### config.mk
export PLATFORM = sky130hd
export DESIGN_NAME = arf_result_fmt
export DESIGN_NICKNAME = d
export VERILOG_FILES = /design/src/arf_pkg.sv /design/src/arf_result_fmt.sv
export VERILOG_INCLUDE_DIRS = /design/src
export SDC_FILE = /design/constraint.sdc
export NUM_CORES = 1
export LEC_CHECK = 0
export ABC_AREA = 0
export BUFFER_PORTS_ARGS = -buffer_cell sky130_fd_sc_hd__buf_4
export CAP_MARGIN = 20
export CORE_ASPECT_RATIO = 1.25
export CORE_MARGIN = 5
export CORE_UTILIZATION = 47
export DETAILED_ROUTE_END_ITERATION = 6
export PLACE_DENSITY = 0.77
export SYNTH_ARGS = -nofsm -noshare
export SYNTH_HDL_FRONTEND = slang
export SYNTH_SLANG_ARGS = --single-unit
export TNS_END_PERCENT = 5
### constraint.sdc
create_clock -name aclk -period 2.7 [get_ports aclk]
set_input_delay 0.135 -clock aclk [delete_from_list [all_inputs] [get_ports aclk]]
set_output_delay 0.135 -clock aclk [all_outputs]
set_load 0.02 [all_outputs]
### src/arf_consts.svh
// Purpose: Register offsets, field positions, codes and limits of the result formatter.
// Assumes: Included by the design module and the bench by bare name.
// Notes:   Definitions only; every offset is a byte address on a 32-bit bus.
`ifndef ARF_CONSTS_SVH
`define ARF_CONSTS_SVH

// ==========================================================================
// Register map
`define ARF_OFF_MUX      8'h00
`define ARF_OFF_CTRL_B   8'h04
`define ARF_OFF_RES_LO   8'h08
`define ARF_OFF_RES_HI   8'h0C
`define ARF_OFF_STATUS   8'h10
`define ARF_OFF_MASK     8'h14

// ==========================================================================
// Fields and reset values
`define ARF_MUX_RESET    8'h00
`define ARF_REF_MSB      7
`define ARF_REF_LSB      6
`define ARF_CHAN_MSB     5
`define ARF_BIP_BIT      0
`define ARF_ST_DONE      0
`define ARF_ST_CLAMP     1
`define ARF_EVT_W        2
`define ARF_RES_HI_W     2

// ==========================================================================
// Channel and reference codes
`define ARF_CHAN_TEMP    6'h22
`define ARF_CHAN_SE_HI   3'h4
`define ARF_CHAN_SE_TOP  3'h2
`define ARF_REF_SUPPLY   2'h0
`define ARF_REF_EXT      2'h1
`define ARF_REF_INT      2'h2

// ==========================================================================
// Code limits
`define ARF_UNI_MAX      10'h3FF
`define ARF_UNI_MIN      10'h000
`define ARF_BIP_MAX      10'h1FF
`define ARF_BIP_MIN      10'h200
`define ARF_BIP_MAX_I    511
`define ARF_BIP_MIN_I    (-512)
`define ARF_UNI_MAX_I    1023

// ==========================================================================
// Bus answers
`define ARF_RESP_OKAY    2'h0
`define ARF_RESP_SLVERR  2'h2

`endif

### src/arf_pkg.sv
// Purpose: Types shared by the result formatter and its bench.
// Assumes: arf_consts.svh holds the numbers.
// Notes:   Types only.
`default_nettype none
package arf_pkg;

	// Conversion class, one-hot.
	typedef enum logic [2:0] {
		ARF_SINGLE  = 3'b001,
		ARF_UNIPOL  = 3'b010,
		ARF_BIPOL   = 3'b100
	} arf_class_t;

	// Finished conversion from the analog side, at unity gain, 1024/Vref scale.
	typedef struct packed {
		logic               done;
		logic signed [15:0] raw;
	} arf_sample_t;

	// Selection presented to multiplexer, reference and sensor.
	typedef struct packed {
		logic [1:0] reference_select;
		logic [5:0] channel_select;
		logic       differential;
		logic       gain_x20;
		logic       sensor_enable;
		logic       internal_ref_on;
	} arf_front_t;

endpackage
`default_nettype wire

### src/arf_result_fmt.sv
// Purpose: Formats finished conversions into result bytes, selects channel and reference.
// Assumes: AXI4-Lite slave on aclk; sample.done is a one-cycle pulse.
// Notes:   Reading the low byte freezes the high byte for the next high read.
`timescale 1ns/1ps
`default_nettype none
`include "arf_consts.svh"

// What this block does and what software must do
// Finished result stays in the two result bytes until the next completion.
// Single-ended results are unsigned codes 0x000 to 0x3FF, saturated.
// Unipolar differential results are unsigned codes from 0x000 to 0x3FF.
// Unipolar differential clamps to zero when negative input exceeds positive.
// Bipolar differential uses half scale, two's complement 0x200 to 0x1FF.
// In bipolar mode result bit nine is the sign, one meaning negative.
// Reset gives unipolar mode; writing one to bipolar select enables bipolar.
// In bipolar mode a negative difference is encoded, not clamped.
// Differential conversions apply gain 1x or 20x from the channel code.
// Channel code 100010 picks the temperature channel and powers the sensor.
// Software picks the internal 1.1V reference for temperature readings.
// Software runs temperature readings as single, individually started conversions.
// Digital port outputs should not toggle while a conversion runs.
// Result bytes and completion flag are written in the same cycle.
// Reference code 10 is internal, 00 the supply, 01 the external pin.
// The two result bytes read back from one and the same conversion.
module arf_result_fmt #(
	parameter int ADDR_W = 8,
	parameter int RAW_W  = 16
) (
	input  wire logic               aclk,
	input  wire logic               aresetn,
	input  wire logic [ADDR_W-1:0]  s_axi_awaddr,
	input  wire logic               s_axi_awvalid,
	output logic                    s_axi_awready,
	input  wire logic [31:0]        s_axi_wdata,
	input  wire logic [3:0]         s_axi_wstrb,
	input  wire logic               s_axi_wvalid,
	output logic                    s_axi_wready,
	output logic [1:0]              s_axi_bresp,
	output logic                    s_axi_bvalid,
	input  wire logic               s_axi_bready,
	input  wire logic [ADDR_W-1:0]  s_axi_araddr,
	input  wire logic               s_axi_arvalid,
	output logic                    s_axi_arready,
	output logic [31:0]             s_axi_rdata,
	output logic [1:0]              s_axi_rresp,
	output logic                    s_axi_rvalid,
	input  wire logic               s_axi_rready,
	input  wire arf_pkg::arf_sample_t sample,
	output arf_pkg::arf_front_t     front,
	output logic                    irq
);

	localparam int GW = 22;

	// ======================================================================
	// Parameter checks
	generate
		if (ADDR_W < 5 || ADDR_W > 32 || RAW_W != 16) begin : g_bad_param
			$error("arf_result_fmt: unsupported ADDR_W or RAW_W");
		end
	endgenerate

	localparam logic signed [GW-1:0] UNI_MAX = GW'(`ARF_UNI_MAX_I);
	localparam logic signed [GW-1:0] BIP_MAX = GW'(`ARF_BIP_MAX_I);
	localparam logic signed [GW-1:0] BIP_MIN = GW'(`ARF_BIP_MIN_I);

	logic [7:0]              mux_q;
	logic                    bip_q;
	logic [9:0]              result_q;
	logic [`ARF_RES_HI_W-1:0] hi_shadow_q;
	logic [`ARF_EVT_W-1:0]   status_q;
	logic [`ARF_EVT_W-1:0]   mask_q;
	arf_pkg::arf_front_t     front_q;
	logic [ADDR_W-1:0]       awaddr_q;
	logic                    aw_held_q;
	logic [31:0]             wdata_q;
	logic [3:0]              wstrb_q;
	logic                    w_held_q;
	logic [31:0]             rdata_q;
	logic [1:0]              rresp_q;
	logic                    rvalid_q;
	logic [1:0]              bresp_q;
	logic                    bvalid_q;
	logic                    wr_fire;
	logic                    rd_fire;
	logic [7:0]              wr_off;
	logic [7:0]              rd_off;
	arf_pkg::arf_class_t     cls;
	logic                    diff_sel;
	logic signed [GW-1:0]    ext;
	logic signed [GW-1:0]    gained;
	logic signed [GW-1:0]    half;
	logic [9:0]              code_d;
	logic                    clamp_d;

	// ======================================================================
	// Write channel: address and data taken in either order, answered together.
	assign s_axi_awready = !aw_held_q && !bvalid_q;
	assign s_axi_wready  = !w_held_q && !bvalid_q;
	assign wr_fire       = aw_held_q && w_held_q && !bvalid_q;
	assign wr_off        = 8'(awaddr_q);
	assign s_axi_bvalid  = bvalid_q;
	assign s_axi_bresp   = bresp_q;

	// Holds the write address until the data has also arrived.
	always_ff @(posedge aclk) begin
		if (!aresetn) begin
			aw_held_q <= 1'b0;
			awaddr_q  <= '0;
		end else if (s_axi_awvalid && s_axi_awready) begin
			aw_held_q <= 1'b1;
			awaddr_q  <= s_axi_awaddr;
		end else if (wr_fire) begin
			aw_held_q <= 1'b0;
		end
	end

	// Holds the write data until the address has also arrived.
	always_ff @(posedge aclk) begin
		if (!aresetn) begin
			w_held_q <= 1'b0;
			wdata_q  <= 32'h0000_0000;
			wstrb_q  <= 4'h0;
		end else if (s_axi_wvalid && s_axi_wready) begin
			w_held_q <= 1'b1;
			wdata_q  <= s_axi_wdata;
			wstrb_q  <= s_axi_wstrb;
		end else if (wr_fire) begin
			w_held_q <= 1'b0;
		end
	end

	// Write response, error for an unmapped offset.
	always_ff @(posedge aclk) begin
		if (!aresetn) begin
			bvalid_q <= 1'b0;
			bresp_q  <= `ARF_RESP_OKAY;
		end else if (wr_fire) begin
			bvalid_q <= 1'b1;
			unique case (wr_off)
				`ARF_OFF_MUX, `ARF_OFF_CTRL_B, `ARF_OFF_RES_LO, `ARF_OFF_RES_HI,
				`ARF_OFF_STATUS, `ARF_OFF_MASK: bresp_q <= `ARF_RESP_OKAY;
				default: bresp_q <= `ARF_RESP_SLVERR;
			endcase
		end else if (s_axi_bready) begin
			bvalid_q <= 1'b0;
		end
	end

	// Control registers; only byte lane zero carries data.
	always_ff @(posedge aclk) begin
		if (!aresetn) begin
			mux_q  <= `ARF_MUX_RESET;
			bip_q  <= 1'b0;
			mask_q <= '0;
		end else if (wr_fire && wstrb_q[0]) begin
			if (wr_off == `ARF_OFF_MUX) begin
				mux_q <= wdata_q[7:0];
			end
			if (wr_off == `ARF_OFF_CTRL_B) begin
				bip_q <= wdata_q[`ARF_BIP_BIT];
			end
			if (wr_off == `ARF_OFF_MASK) begin
				mask_q <= wdata_q[`ARF_EVT_W-1:0];
			end
		end
	end

	// ======================================================================
	// Front-end selection, registered from the multiplexer register.
	always_comb begin
		diff_sel = !(mux_q[`ARF_CHAN_MSB:3] == 3'h0) &&
			!(mux_q[`ARF_CHAN_MSB:3] == `ARF_CHAN_SE_HI && mux_q[2:0] <= `ARF_CHAN_SE_TOP);
	end

	always_ff @(posedge aclk) begin
		if (!aresetn) begin
			front_q <= '0;
		end else begin
			front_q.reference_select <= mux_q[`ARF_REF_MSB:`ARF_REF_LSB];
			front_q.channel_select   <= mux_q[`ARF_CHAN_MSB:0];
			front_q.differential     <= diff_sel;
			front_q.gain_x20         <= diff_sel && mux_q[0];
			front_q.sensor_enable    <= mux_q[`ARF_CHAN_MSB:0] == `ARF_CHAN_TEMP;
			front_q.internal_ref_on  <= mux_q[`ARF_REF_MSB:`ARF_REF_LSB] == `ARF_REF_INT;
		end
	end
	assign front = front_q;

	// ======================================================================
	// Result coding: gain, scale, saturation and sign.
	always_comb begin
		cls     = !front_q.differential ? arf_pkg::ARF_SINGLE :
			(bip_q ? arf_pkg::ARF_BIPOL : arf_pkg::ARF_UNIPOL);
		ext     = GW'(sample.raw);
		gained  = front_q.gain_x20 ? (ext <<< 4) + (ext <<< 2) : ext;
		half    = gained >>> 1;
		code_d  = `ARF_UNI_MIN;
		clamp_d = 1'b0;
		unique case (cls)
			arf_pkg::ARF_SINGLE, arf_pkg::ARF_UNIPOL: begin
				if (gained < 0) begin
					code_d  = `ARF_UNI_MIN;
					clamp_d = 1'b1;
				end else if (gained > UNI_MAX) begin
					code_d  = `ARF_UNI_MAX;
					clamp_d = 1'b1;
				end else begin
					code_d = gained[9:0];
				end
			end
			arf_pkg::ARF_BIPOL: begin
				if (half < BIP_MIN) begin
					code_d  = `ARF_BIP_MIN;
					clamp_d = 1'b1;
				end else if (half > BIP_MAX) begin
					code_d  = `ARF_BIP_MAX;
					clamp_d = 1'b1;
				end else begin
					code_d = half[9:0];
				end
			end
		endcase
	end

	// Result is written only on completion and held otherwise.
	always_ff @(posedge aclk) begin
		if (!aresetn) begin
			result_q <= `ARF_UNI_MIN;
		end else if (sample.done) begin
			result_q <= code_d;
		end
	end

	// Status flags: hardware set wins over a write-one clear in the same cycle.
	always_ff @(posedge aclk) begin
		if (!aresetn) begin
			status_q <= '0;
		end else begin
			status_q <= (status_q & ~((wr_fire && wstrb_q[0] && wr_off == `ARF_OFF_STATUS) ?
				wdata_q[`ARF_EVT_W-1:0] : '0))
				| {sample.done && clamp_d, sample.done};
		end
	end
	assign irq = |(status_q & mask_q);

	// ======================================================================
	// Read channel: one cycle from address to data.
	assign s_axi_arready = !rvalid_q;
	assign rd_fire       = s_axi_arvalid && !rvalid_q;
	assign rd_off        = 8'(s_axi_araddr);
	assign s_axi_rvalid  = rvalid_q;
	assign s_axi_rdata   = rdata_q;
	assign s_axi_rresp   = rresp_q;

	always_ff @(posedge aclk) begin
		if (!aresetn) begin
			rvalid_q <= 1'b0;
			rdata_q  <= 32'h0000_0000;
			rresp_q  <= `ARF_RESP_OKAY;
		end else if (rd_fire) begin
			rvalid_q <= 1'b1;
			rresp_q  <= `ARF_RESP_OKAY;
			rdata_q  <= 32'h0000_0000;
			unique case (rd_off)
				`ARF_OFF_MUX:    rdata_q[7:0] <= mux_q;
				`ARF_OFF_CTRL_B: rdata_q[`ARF_BIP_BIT] <= bip_q;
				`ARF_OFF_RES_LO: rdata_q[7:0] <= result_q[7:0];
				`ARF_OFF_RES_HI: rdata_q[`ARF_RES_HI_W-1:0] <= hi_shadow_q;
				`ARF_OFF_STATUS: rdata_q[`ARF_EVT_W-1:0] <= status_q;
				`ARF_OFF_MASK:   rdata_q[`ARF_EVT_W-1:0] <= mask_q;
				default:         rresp_q <= `ARF_RESP_SLVERR;
			endcase
		end else if (s_axi_rready) begin
			rvalid_q <= 1'b0;
		end
	end

	// Low-byte read freezes the matching high byte so both come from one result.
	always_ff @(posedge aclk) begin
		if (!aresetn) begin
			hi_shadow_q <= '0;
		end else if (rd_fire && rd_off == `ARF_OFF_RES_LO) begin
			hi_shadow_q <= result_q[9:8];
		end
	end

	// ======================================================================
	// Checks
	a_hold_result: assert property (@(posedge aclk) disable iff (!aresetn)
		!sample.done |=> $stable(result_q)) else $error("result changed without completion");
	a_single_range: assert property (@(posedge aclk) disable iff (!aresetn)
		sample.done && !front_q.differential && sample.raw > 16'sd1023 |=> result_q == `ARF_UNI_MAX)
		else $error("single-ended overrange not saturated");
	a_uni_pass: assert property (@(posedge aclk) disable iff (!aresetn)
		sample.done && front_q.differential && !front_q.gain_x20 && !bip_q
		&& sample.raw == 16'sd700 |=> result_q == 10'd700) else $error("unipolar code wrong");
	a_uni_clamp: assert property (@(posedge aclk) disable iff (!aresetn)
		sample.done && front_q.differential && !bip_q && sample.raw < 0
		|=> result_q == `ARF_UNI_MIN ##0 status_q[`ARF_ST_CLAMP])
		else $error("unipolar negative not clamped");
	a_bip_sign: assert property (@(posedge aclk) disable iff (!aresetn)
		sample.done && front_q.differential && bip_q
		|=> result_q[9] == $past(sample.raw[15]) || result_q == `ARF_UNI_MIN)
		else $error("bipolar sign bit wrong");
	a_bip_neg: assert property (@(posedge aclk) disable iff (!aresetn)
		sample.done && front_q.differential && !front_q.gain_x20 && bip_q
		&& sample.raw == -16'sd4 |=> result_q == 10'h3FE) else $error("bipolar negative not encoded");
	a_reset_mode: assert property (@(posedge aclk)
		!aresetn |=> !bip_q) else $error("reset did not give unipolar mode");
	a_gain_x20: assert property (@(posedge aclk) disable iff (!aresetn)
		sample.done && front_q.gain_x20 && !bip_q && sample.raw == 16'sd3 |=> result_q == 10'd60)
		else $error("gain of twenty not applied");
	a_temp_sensor: assert property (@(posedge aclk) disable iff (!aresetn)
		mux_q[`ARF_CHAN_MSB:0] == `ARF_CHAN_TEMP |=> front_q.sensor_enable && !front_q.differential)
		else $error("temperature channel not enabled");
	a_done_flag: assert property (@(posedge aclk) disable iff (!aresetn)
		sample.done |=> status_q[`ARF_ST_DONE] && result_q == $past(code_d))
		else $error("flag and result not written together");
	a_ref_internal: assert property (@(posedge aclk) disable iff (!aresetn)
		mux_q[`ARF_REF_MSB:`ARF_REF_LSB] == `ARF_REF_INT |=> front_q.internal_ref_on)
		else $error("internal reference not selected");
	a_byte_pair: assert property (@(posedge aclk) disable iff (!aresetn)
		rd_fire && rd_off == `ARF_OFF_RES_LO |=> hi_shadow_q == $past(result_q[9:8]))
		else $error("high byte not frozen with low byte");
	c_bipolar_done: cover property (@(posedge aclk) disable iff (!aresetn)
		sample.done && bip_q && front_q.differential);
	c_temp_read: cover property (@(posedge aclk) disable iff (!aresetn)
		sample.done && front_q.sensor_enable);
	c_irq_raise: cover property (@(posedge aclk) disable iff (!aresetn) $rose(irq));

endmodule
`default_nettype wire

# Yosys cells after proc, flatten, opt, wreduce, memory -nomap -nowiden
# Index checks and enable logic that the tools add are counted.
word_totals:
  word_cells: 108
  regBits: 70
classes:
  magnitude_cmp: 5
  bitwise_logic: 4
  mux: 26
  reduce_logical: 34
  addsub: 1
  eq_ne: 16
ops:
  columns: ["cell", "count"]
  rows:
  - ["10-bit 2-to-1 mux", 4]
  - ["8-bit by 4-bit equality test with 1-bit output (second input constant)", 4]
  - ["8-bit by 5-bit equality test with 1-bit output (second input constant)", 4]
  - ["22-bit by 11-bit greater-than comparator with 1-bit output (second input constant)", 1]
  - ["22-bit by 1-bit < comparator with 1-bit output (second input constant)", 1]
  - ["22-bit 2-to-1 mux", 1]
  - ["20-bit by 18-bit adder with 21-bit output", 1]
  - ["21-bit by 10-bit greater-than comparator with 1-bit output (second input constant)", 1]
  - ["21-bit by 10-bit < comparator with 1-bit output (second input constant)", 1]
  - ["10-bit case mux with 2 select lines", 1]
  - ["8-bit by 3-bit equality test with 1-bit output (second input constant)", 2]
  - ["8-bit logical NOT", 2]
  - ["1-bit logical AND", 14]
  - ["6-bit case mux with 2 select lines", 1]
  - ["6-bit OR reduction", 2]
  - ["1-bit 2-to-1 mux", 11]
  - ["2-bit nonzero test", 4]
  - ["3-bit equality test (second input constant)", 2]
  - ["6-bit equality test (second input constant)", 1]
  - ["1-bit logical NOT", 6]
  - ["2-bit 2-to-1 mux", 3]
  - ["3-bit 2-to-1 mux", 2]
  - ["1-bit case mux with 6 select lines", 1]
  - ["2-bit AND reduction", 3]
  - ["other kinds (11)", 13]

# Longest topological paths before layout
# Gate-level depths: netlist of the first run.
logic_depth:
  ltp_word: 8
  depth_mapped: 13

# Worst setup path before layout of the first run
# No wires, ideal clock.
synth_path:
  kind: "input port to flip-flop"
  from: "input port sample[0] in the netlist's numbering"
  to: "register result_q[6]"
  arrival_ps: 2563
  stages: 13
  t_required_ps: 2569
  slack_ps: 6
  n_path_buf: 1
  cell_sequence: "ha_1 inv_1 fa_1 nand2b_1 a21o_1 a211oi_2 nand2_1 a211o_1 a2111o_1 o21bai_2 and2_4 buf_8 a31oi_4"
synth_via:
  elab_chain_len: 6
  word_cells_on_any_way: 11
synth_rtl:
  columns: ["element", "line_no", "rtl"]
  rows:
  - ["start: declaration", "arf_result_fmt.sv:48", "input wire arf_pkg::arf_sample_t sample,"]
  - ["20-bit by 18-bit adder with 21-bit output", "arf_result_fmt.sv:196", "gained = front_q.gain_x20 ? (ext <<< 4) + (ext <<< 2) : ext;"]
  - ["22-bit 2-to-1 mux *", "arf_result_fmt.sv:196", null]
  - ["22-bit by 11-bit greater-than comparator with 1-bit output / 21-bit by 10-bit greater-than comparator with 1-bit output (equally long branches)", "arf_result_fmt.sv:205, arf_result_fmt.sv:216", null]
  - ["10-bit 2-to-1 mux, on equally long branches", "arf_result_fmt.sv:205, arf_result_fmt.sv:216", null]
  - ["10-bit 2-to-1 mux, on equally long branches", "arf_result_fmt.sv:202, arf_result_fmt.sv:213", null]
  - ["10-bit case mux with 2 select lines *", "arf_result_fmt.sv:200", "unique case (cls)"]
  - ["end signal: assignment", "arf_result_fmt.sv:229", "result_q <= `ARF_UNI_MIN;"]
  - ["end signal: assignment", "arf_result_fmt.sv:231", "result_q <= code_d;"]
  - ["end: declaration", "arf_result_fmt.sv:69", "logic [9:0] result_q;"]
# Every way passes the cells marked *; elsewhere a longest branch is shown, timed or not.
# A chain may end at the register's enable or synchronous reset.

# Final worst setup path of the first run
layout_path:
  from: "input port sample[2] in the netlist's numbering"
  to: "register result_q[2]"
# Same word-level chain as after synthesis.

==> run metrics, run 1 <==
WP data required 2.92 ns; multiplexer share of the synthesized area 0.0721; RSZ-0062 raised after global routing no; sequential area share after synthesis 0.328; Clock Sinks 68; period utilization 0.939; vias in the first global route 3,581; utilization after layout 0.594; Synth Area in Compound Gates 0.248; pin count of the biggest net entering global routing 67; Synth Area in Adders 0.0500; final max-slew violation count 0; Async S/R FF share, synth 0; leak pwr 0.00219 µW; status finished clean; drt pass-1 iters 4; mapped cell area 4150 µm²; grt ovf 0; FMAX 394 MHz; slew at the pin closest to its max-slew limit 0.588 ns; library cells used by synthesis 66; Max VDD drop 221 µV; Initial DRC Count 131; Clock Latency Late Sink 0.34 ns; Area Growth Syn to Fin 23.8%; vias per inst 5.22; die area 10,800 µm²; initial antenna violation count 0; Inst Count DP 697; fraction of layout cells with a size suffix above 1 0.275; top fanout value on the critical path 6; Setup violations, final 0; largest family of logic cells by synthesized area compound AO/OA/AOI/OAI gates; number of synthesized flops with an enable pin 0; CORE AREA 8650 µm²; Syn Area/Cell 8.59 µm²; Post-Route WL 9920 µm; Cells after Synth 483; crit path DAT 2.76 ns; row count 38; Synth area leader dfxtp_1; per-cell routed wire length 13.9 µm; Starting Density 0.480; final layout net count 680; first-pass GRT wire length 16,500 µm; number of routed nets with antenna violations 0; largest cells by area after synthesis dfxtp_1 33%, nand2_1 6.3%, buf_4 5.1%, a21boi_0 4.5%, ha_1 4.5%; Port Buffers 76; hold bufs inserted after CTS 0; Hold Path Class primary input to flip-flop; CTS max path bufs 2; TritonCTS Buffers 9; Hold Vio Cnt, Final 0; Vert. Die Dim 115 µm; post-DP HPWL 7890 µm; critical path class primary input to flip-flop; area fraction of the dominant cell type after synthesis 0.328; GP Congestion 0.930; IO Pins 130; All-Layer GR Usage 0.188; chip width 94.1 µm; PwrDens 458 nW/µm²; synth warn 0; Synth Area in Simple Gates 0.198; hold_ws 0.0319 ns; n_diodes 0; max_slew headroom 0.606; CTS HTree Levels 3; drc violations 0; Setup TNS 0 ns; Root Driver clkbuf_8; max-cap violations 0; FF+latch count, synth 68; Worst Setup Start Kind primary input; Layout Cells excl Fill 713; Setup Skew 0.00735 ns; DR vias 3,723; min cycle time layout 2.54 ns; Synth Area in XOR/XNOR 0.0190; clk slew on worst S/H paths 0.06 ns; CTS tree done; Crit. End Element flip-flop; Top FF cell, synth dfxtp_1
-- area by class of cell --
cell class / count / area (µm²)
clock buffer: 15 / 176
clock inverter: 1 / 5.00
fill: 786 / 3520
inverter: 14 / 52.6
multi-input combinational: 381 / 2540
sequential: 68 / 1360
tap: 120 / 150
timing repair buffer: 114 / 856
-- layout by cell type (no fill, tap or decap), types with 3 or more instances in the layout --
cell type	synthesis	routed
xnor2_1	6	6
conb_1	1	26
nor2b_1	23	23
mux2_2	13	13
a22oi_1	7	7
a211oi_1	3	3
a21o_1	7	7
xor2_1	3	3
nand2_1	70	70
a21boi_0	25	25
o21ai_0	18	18
a31oi_2	6	6
and2_1	11	11
clkbuf_8	0	12
o21a_1	4	4
mux2i_1	13	13
nor2_1	13	12
o211ai_1	7	7
buf_4	28	114
inv_1	14	14
nor3_1	9	9
a21oi_1	27	27
o2bb2ai_1	4	4
ha_1	15	15
nand4_1	5	5
a31oi_1	4	4
dfxtp_1	68	68
nand2b_1	10	10
clkbuf_1	12	3
nand3_1	9	9
-- registers in the layout, indices dropped and copies added (netlist names), 2 cells and up --
register / flops
s_axi_rdata: 8
status_q: 2
result_q: 10
hi_shadow_q: 2
awaddr_q: 8
front: 12
mux_q: 8
mask_q: 2
wdata_q: 8
-- synthesized netlist by cell type (all sizes together) (2+ instances only) --
master   number
nor3b         2
o2111a        2
a22o          2
xor2          3
clkbuf       13
inv          14
nand2b       10
a31oi        11
and3          3
ha           15
a21boi       25
o2bb2ai       4
nor2         13
buf          32
mux2i        13
and4          2
nand3         9
o211ai        8
xnor2         6
nor2b        23
a22oi         7
and2         12
mux2         13
dfxtp        68
o21bai        2
o21a          5
a311oi        2
nor3         10
or4           2
a21oi        29
o21ai        20
a211oi        5
nand2        70
a21o          8
nand4         5
o211a         2
-- layer usage --
layer	track usage	part of all wire
met1	0.228	0.42
met2	0.321	0.50
met3	0.0360	0.055
met4	0.0829	0.022
met5	0	0
-- path summary, 6_finish.rpt --
path                                      from             end  slack, ns  cells after the start
worst max-delay path                 sample[2]     result_q[2]       0.16                     13
worst min-delay path             s_axi_arvalid    s_axi_rvalid       0.03                      2
worst max register to register        front[2]     result_q[2]       0.17                      9
worst min register to register  hi_shadow_q[0]  hi_shadow_q[0]       0.46                      2
-- kinds of logic after synthesis --
group,count (synthesis)
other cells,1
mux,27
xor+xnor,9
fa+ha+maj,16
buf+inv,59
flops,68
compound gates,139
simple gates,164
-- per-stage QoR --
step | power (µW) | area, µm² | worst slack [ns]
after floorplan | 1450 | 4240 | 0.00601
after global placement | 1610 | 4950 | -0.117
after detailed placement | 1620 | 4950 | -0.189
after CTS | 2380 | 5130 | 0.159
after global routing | 2480 | 5140 | 0.00946
final | 2350 | 5140 | 0.165
-- where the power goes --
group / total [µW] / internal, µW / switching, µW
clock network: 751 / 409 / 343
registers: 1070 / 1040 / 26.2
logic: 534 / 248 / 286
total: 2350 / 1700 / 655
-- timing repair --
item,in CTS,in global routing
setup buffers,0,0
setup endpoints to repair,0,3
endpoints found under the hold margin,0,0
gates resized for setup,0,1
-- critical path: stages --
cell and delay (ns):
buf_4 0.09, ha_1 0.16, inv_1 0.06, fa_1 0.39
nand2b_1 0.18, a21o_1 0.22, a211oi_2 0.24, nand2_1 0.08
a211o_1 0.23, a2111o_1 0.45, o21bai_2 0.19, and2_4 0.23
a31oi_2 0.09
Power figures use the tool's default switching activity.
==> inputs of run 2 (changes only) <==
- BUFFER_PORTS_ARGS: -buffer_cell sky130_fd_sc_hd__buf_4 -> unset
- CORE_UTILIZATION: 47 -> 58
- DONT_BUFFER_PORTS: unset -> 1
- PLACE_DENSITY: 0.77 -> 0.76
==> run 2 against run 1 <==
Against the previous run:
- first-iteration DRC count is 1.5% higher
- flip-flop and latch count did not move
- sequential share of layout area rose by 3.0 points
- worst setup slack improved by 0.055 ns
- register-to-register slack gained 0.16 ns
- non-clock buffer count fell by 72
- highest routed layer unchanged
==> run metrics, run 2 (synthesized netlist as in run 1, its figures left out) <==
status finished clean (unchanged); worst setup path startpoint sample[0] (was sample[2]); final layout net count 608 (was 680); fraction of layout cells with a size suffix above 1 0.127 (was 0.275); Setup Skew 0.00924 ns (was 0.00735 ns); per-cell routed wire length 15.8 µm (was 13.9 µm); max-cap violations 0 (unchanged); crit path DAT 2.71 ns (was 2.76 ns); number of routed nets with antenna violations 0 (unchanged); Cell Area, Placed 4180 µm² (was 4950 µm²); Hold Vio Cnt, Final 0 (unchanged); Crit. End Element flip-flop (unchanged); chip width 85.7 µm (was 94.1 µm); IO Pins 130 (unchanged); most frequent cells in the layout 70 x nand2_1, 68 x dfxtp_1, 27 x a21oi_1 (was 114 x buf_4, 70 x nand2_1, 68 x dfxtp_1); Port Buffers 0 (was 76); final max-slew violation count 0 (unchanged); Reg-to-Reg Start front[2] (unchanged); Clock Latency Late Sink 0.34 ns (about the same); top fanout value on the critical path 5 (was 6); RSZ-0062 raised after global routing no (unchanged); hold bufs inserted after CTS 26 (was 0); Final Power 2230 µW (was 2350 µW); FMAX 403 MHz (was 394 MHz); vias per inst 5.68 (was 5.22); period utilization 0.918 (was 0.939); pin count of the biggest net entering global routing 63 (was 67); slew at the pin closest to its max-slew limit 0.576 ns (was 0.588 ns); vias in the first global route 3,488 (was 3,581); PwrDens 482 nW/µm² (was 458 nW/µm²); min cycle time layout 2.48 ns (was 2.54 ns); drc violations 0 (unchanged); Largest register FFs 12 (unchanged); drt pass-1 iters 4 (unchanged); post-route cell area 4620 µm² (was 5140 µm²); critical path class primary input to flip-flop (unchanged); Inst Count DP 569 (was 697); Max VDD drop 362 µV (was 221 µV); leak pwr 0.00181 µW (was 0.00219 µW); Initial DRC Count 133 (was 131); Worst Setup Start Kind primary input (unchanged); worst hold path startpoint sample[16] (was s_axi_arvalid); Layout Cells excl Fill 611 (was 713); Fillers 586 (was 786); CORE AREA 6980 µm² (was 8650 µm²); first-pass GRT wire length 16,000 µm (was 16,500 µm); Hold Path Class primary input to flip-flop (unchanged); WP data required 2.93 ns (was 2.92 ns); post-cts sizing count 0 (unchanged); max_slew headroom 0.614 (was 0.606); initial antenna violation count 0 (unchanged); CTS max path bufs 2 (unchanged); post-DP HPWL 7380 µm (was 7890 µm); utilization after layout 0.662 (was 0.594); post-CTS setup buffer count 0 (unchanged); R2R depth 9 (unchanged); row count 34 (was 38); Clock Sinks 68 (unchanged); CTS HTree Levels 3 (unchanged); DR vias 3,472 (was 3,723); die area 8960 µm² (was 10,800 µm²); CTS tree done (unchanged); Post-Route WL 9650 µm (was 9920 µm); Root Driver clkbuf_8 (unchanged); TritonCTS Buffers 9 (unchanged); All-Layer GR Usage 0.218 (was 0.188); clk slew on worst S/H paths 0.07 ns (was 0.06 ns); Setup violations, final 0 (unchanged); grt ovf 0 (unchanged); GP Congestion 0.876 (was 0.930); hold depth 2 (unchanged); Area Growth Syn to Fin 11.3% (was 23.8%); Vert. Die Dim 105 µm (was 115 µm); n_diodes 0 (unchanged); commonest non-fill, non-tap cell in the layout nand2_1 (was buf_4); Starting Density 0.595 (was 0.480)
==> run 2: cell types whose count changed in the layout (fill, tap and decap cells not counted), sizes merged <==
cell,previous run,this run
buf,114,17
clkbuf,15,12
clkinv,1,2
dlygate4sd3,0,25
clkinvlp,0,2
==> run 2: through the flow <==
step	hold WS, ns	TNS, ns	setup slack, ns
6_report	0.0337	0	0.220
3_5_place_dp	0.278	-0.841	-0.0993
5_1_grt	0.0312	0	0.105
4_1_cts	0.0150	0	0.255
2_1_floorplan	0.273	0	0.00601
3_3_place_gp	0.267	-0.334	-0.0509
==> run 2: worst paths after layout <==
path	endpoint	slack (ns)
max	result_q[8]	0.22
min reg2reg	hi_shadow_q[0]	0.46
min	result_q[0]	0.03
max reg2reg	result_q[8]	0.33
==> run 2: critical path, stage by stage <==
cell and delay (ns):
ha_1 0.15, inv_1 0.06, fa_1 0.38, nand2b_1 0.18, a21o_1 0.23, a211oi_2 0.25, nand2_1 0.07, a211o_1 0.23
a2111o_1 0.44, nor2_1 0.26, a31oi_1 0.16, a21o_1 0.17
==> run 2: power breakdown <==
group          switching (µW)  total (µW)  internal, µW
Combinational             248         435           187
Clock                     366         721           355
Sequential               31.8        1070          1040
Total                     646        2230          1580
==> run 2: routing by layer <==
layer | part of all wire | GRT usage
met2 | 0.51 | 0.388
met4 | 0.029 | 0.0928
met1 | 0.40 | 0.237
met3 | 0.054 | 0.0614
met5 | 0 | 0
==> run 2: layout make-up <==
class | count | area [µm²] | area share
multi-input combinational | 381 | 2530 | 0.548
sequential | 68 | 1360 | 0.295
timing repair buffer | 42 | 390 | 0.0845
clock buffer | 12 | 145 | 0.0314
tap | 90 | 113 | 0.0244
inverter | 14 | 52.6 | 0.0114
clock inverter | 4 | 25.0 | 0.00542
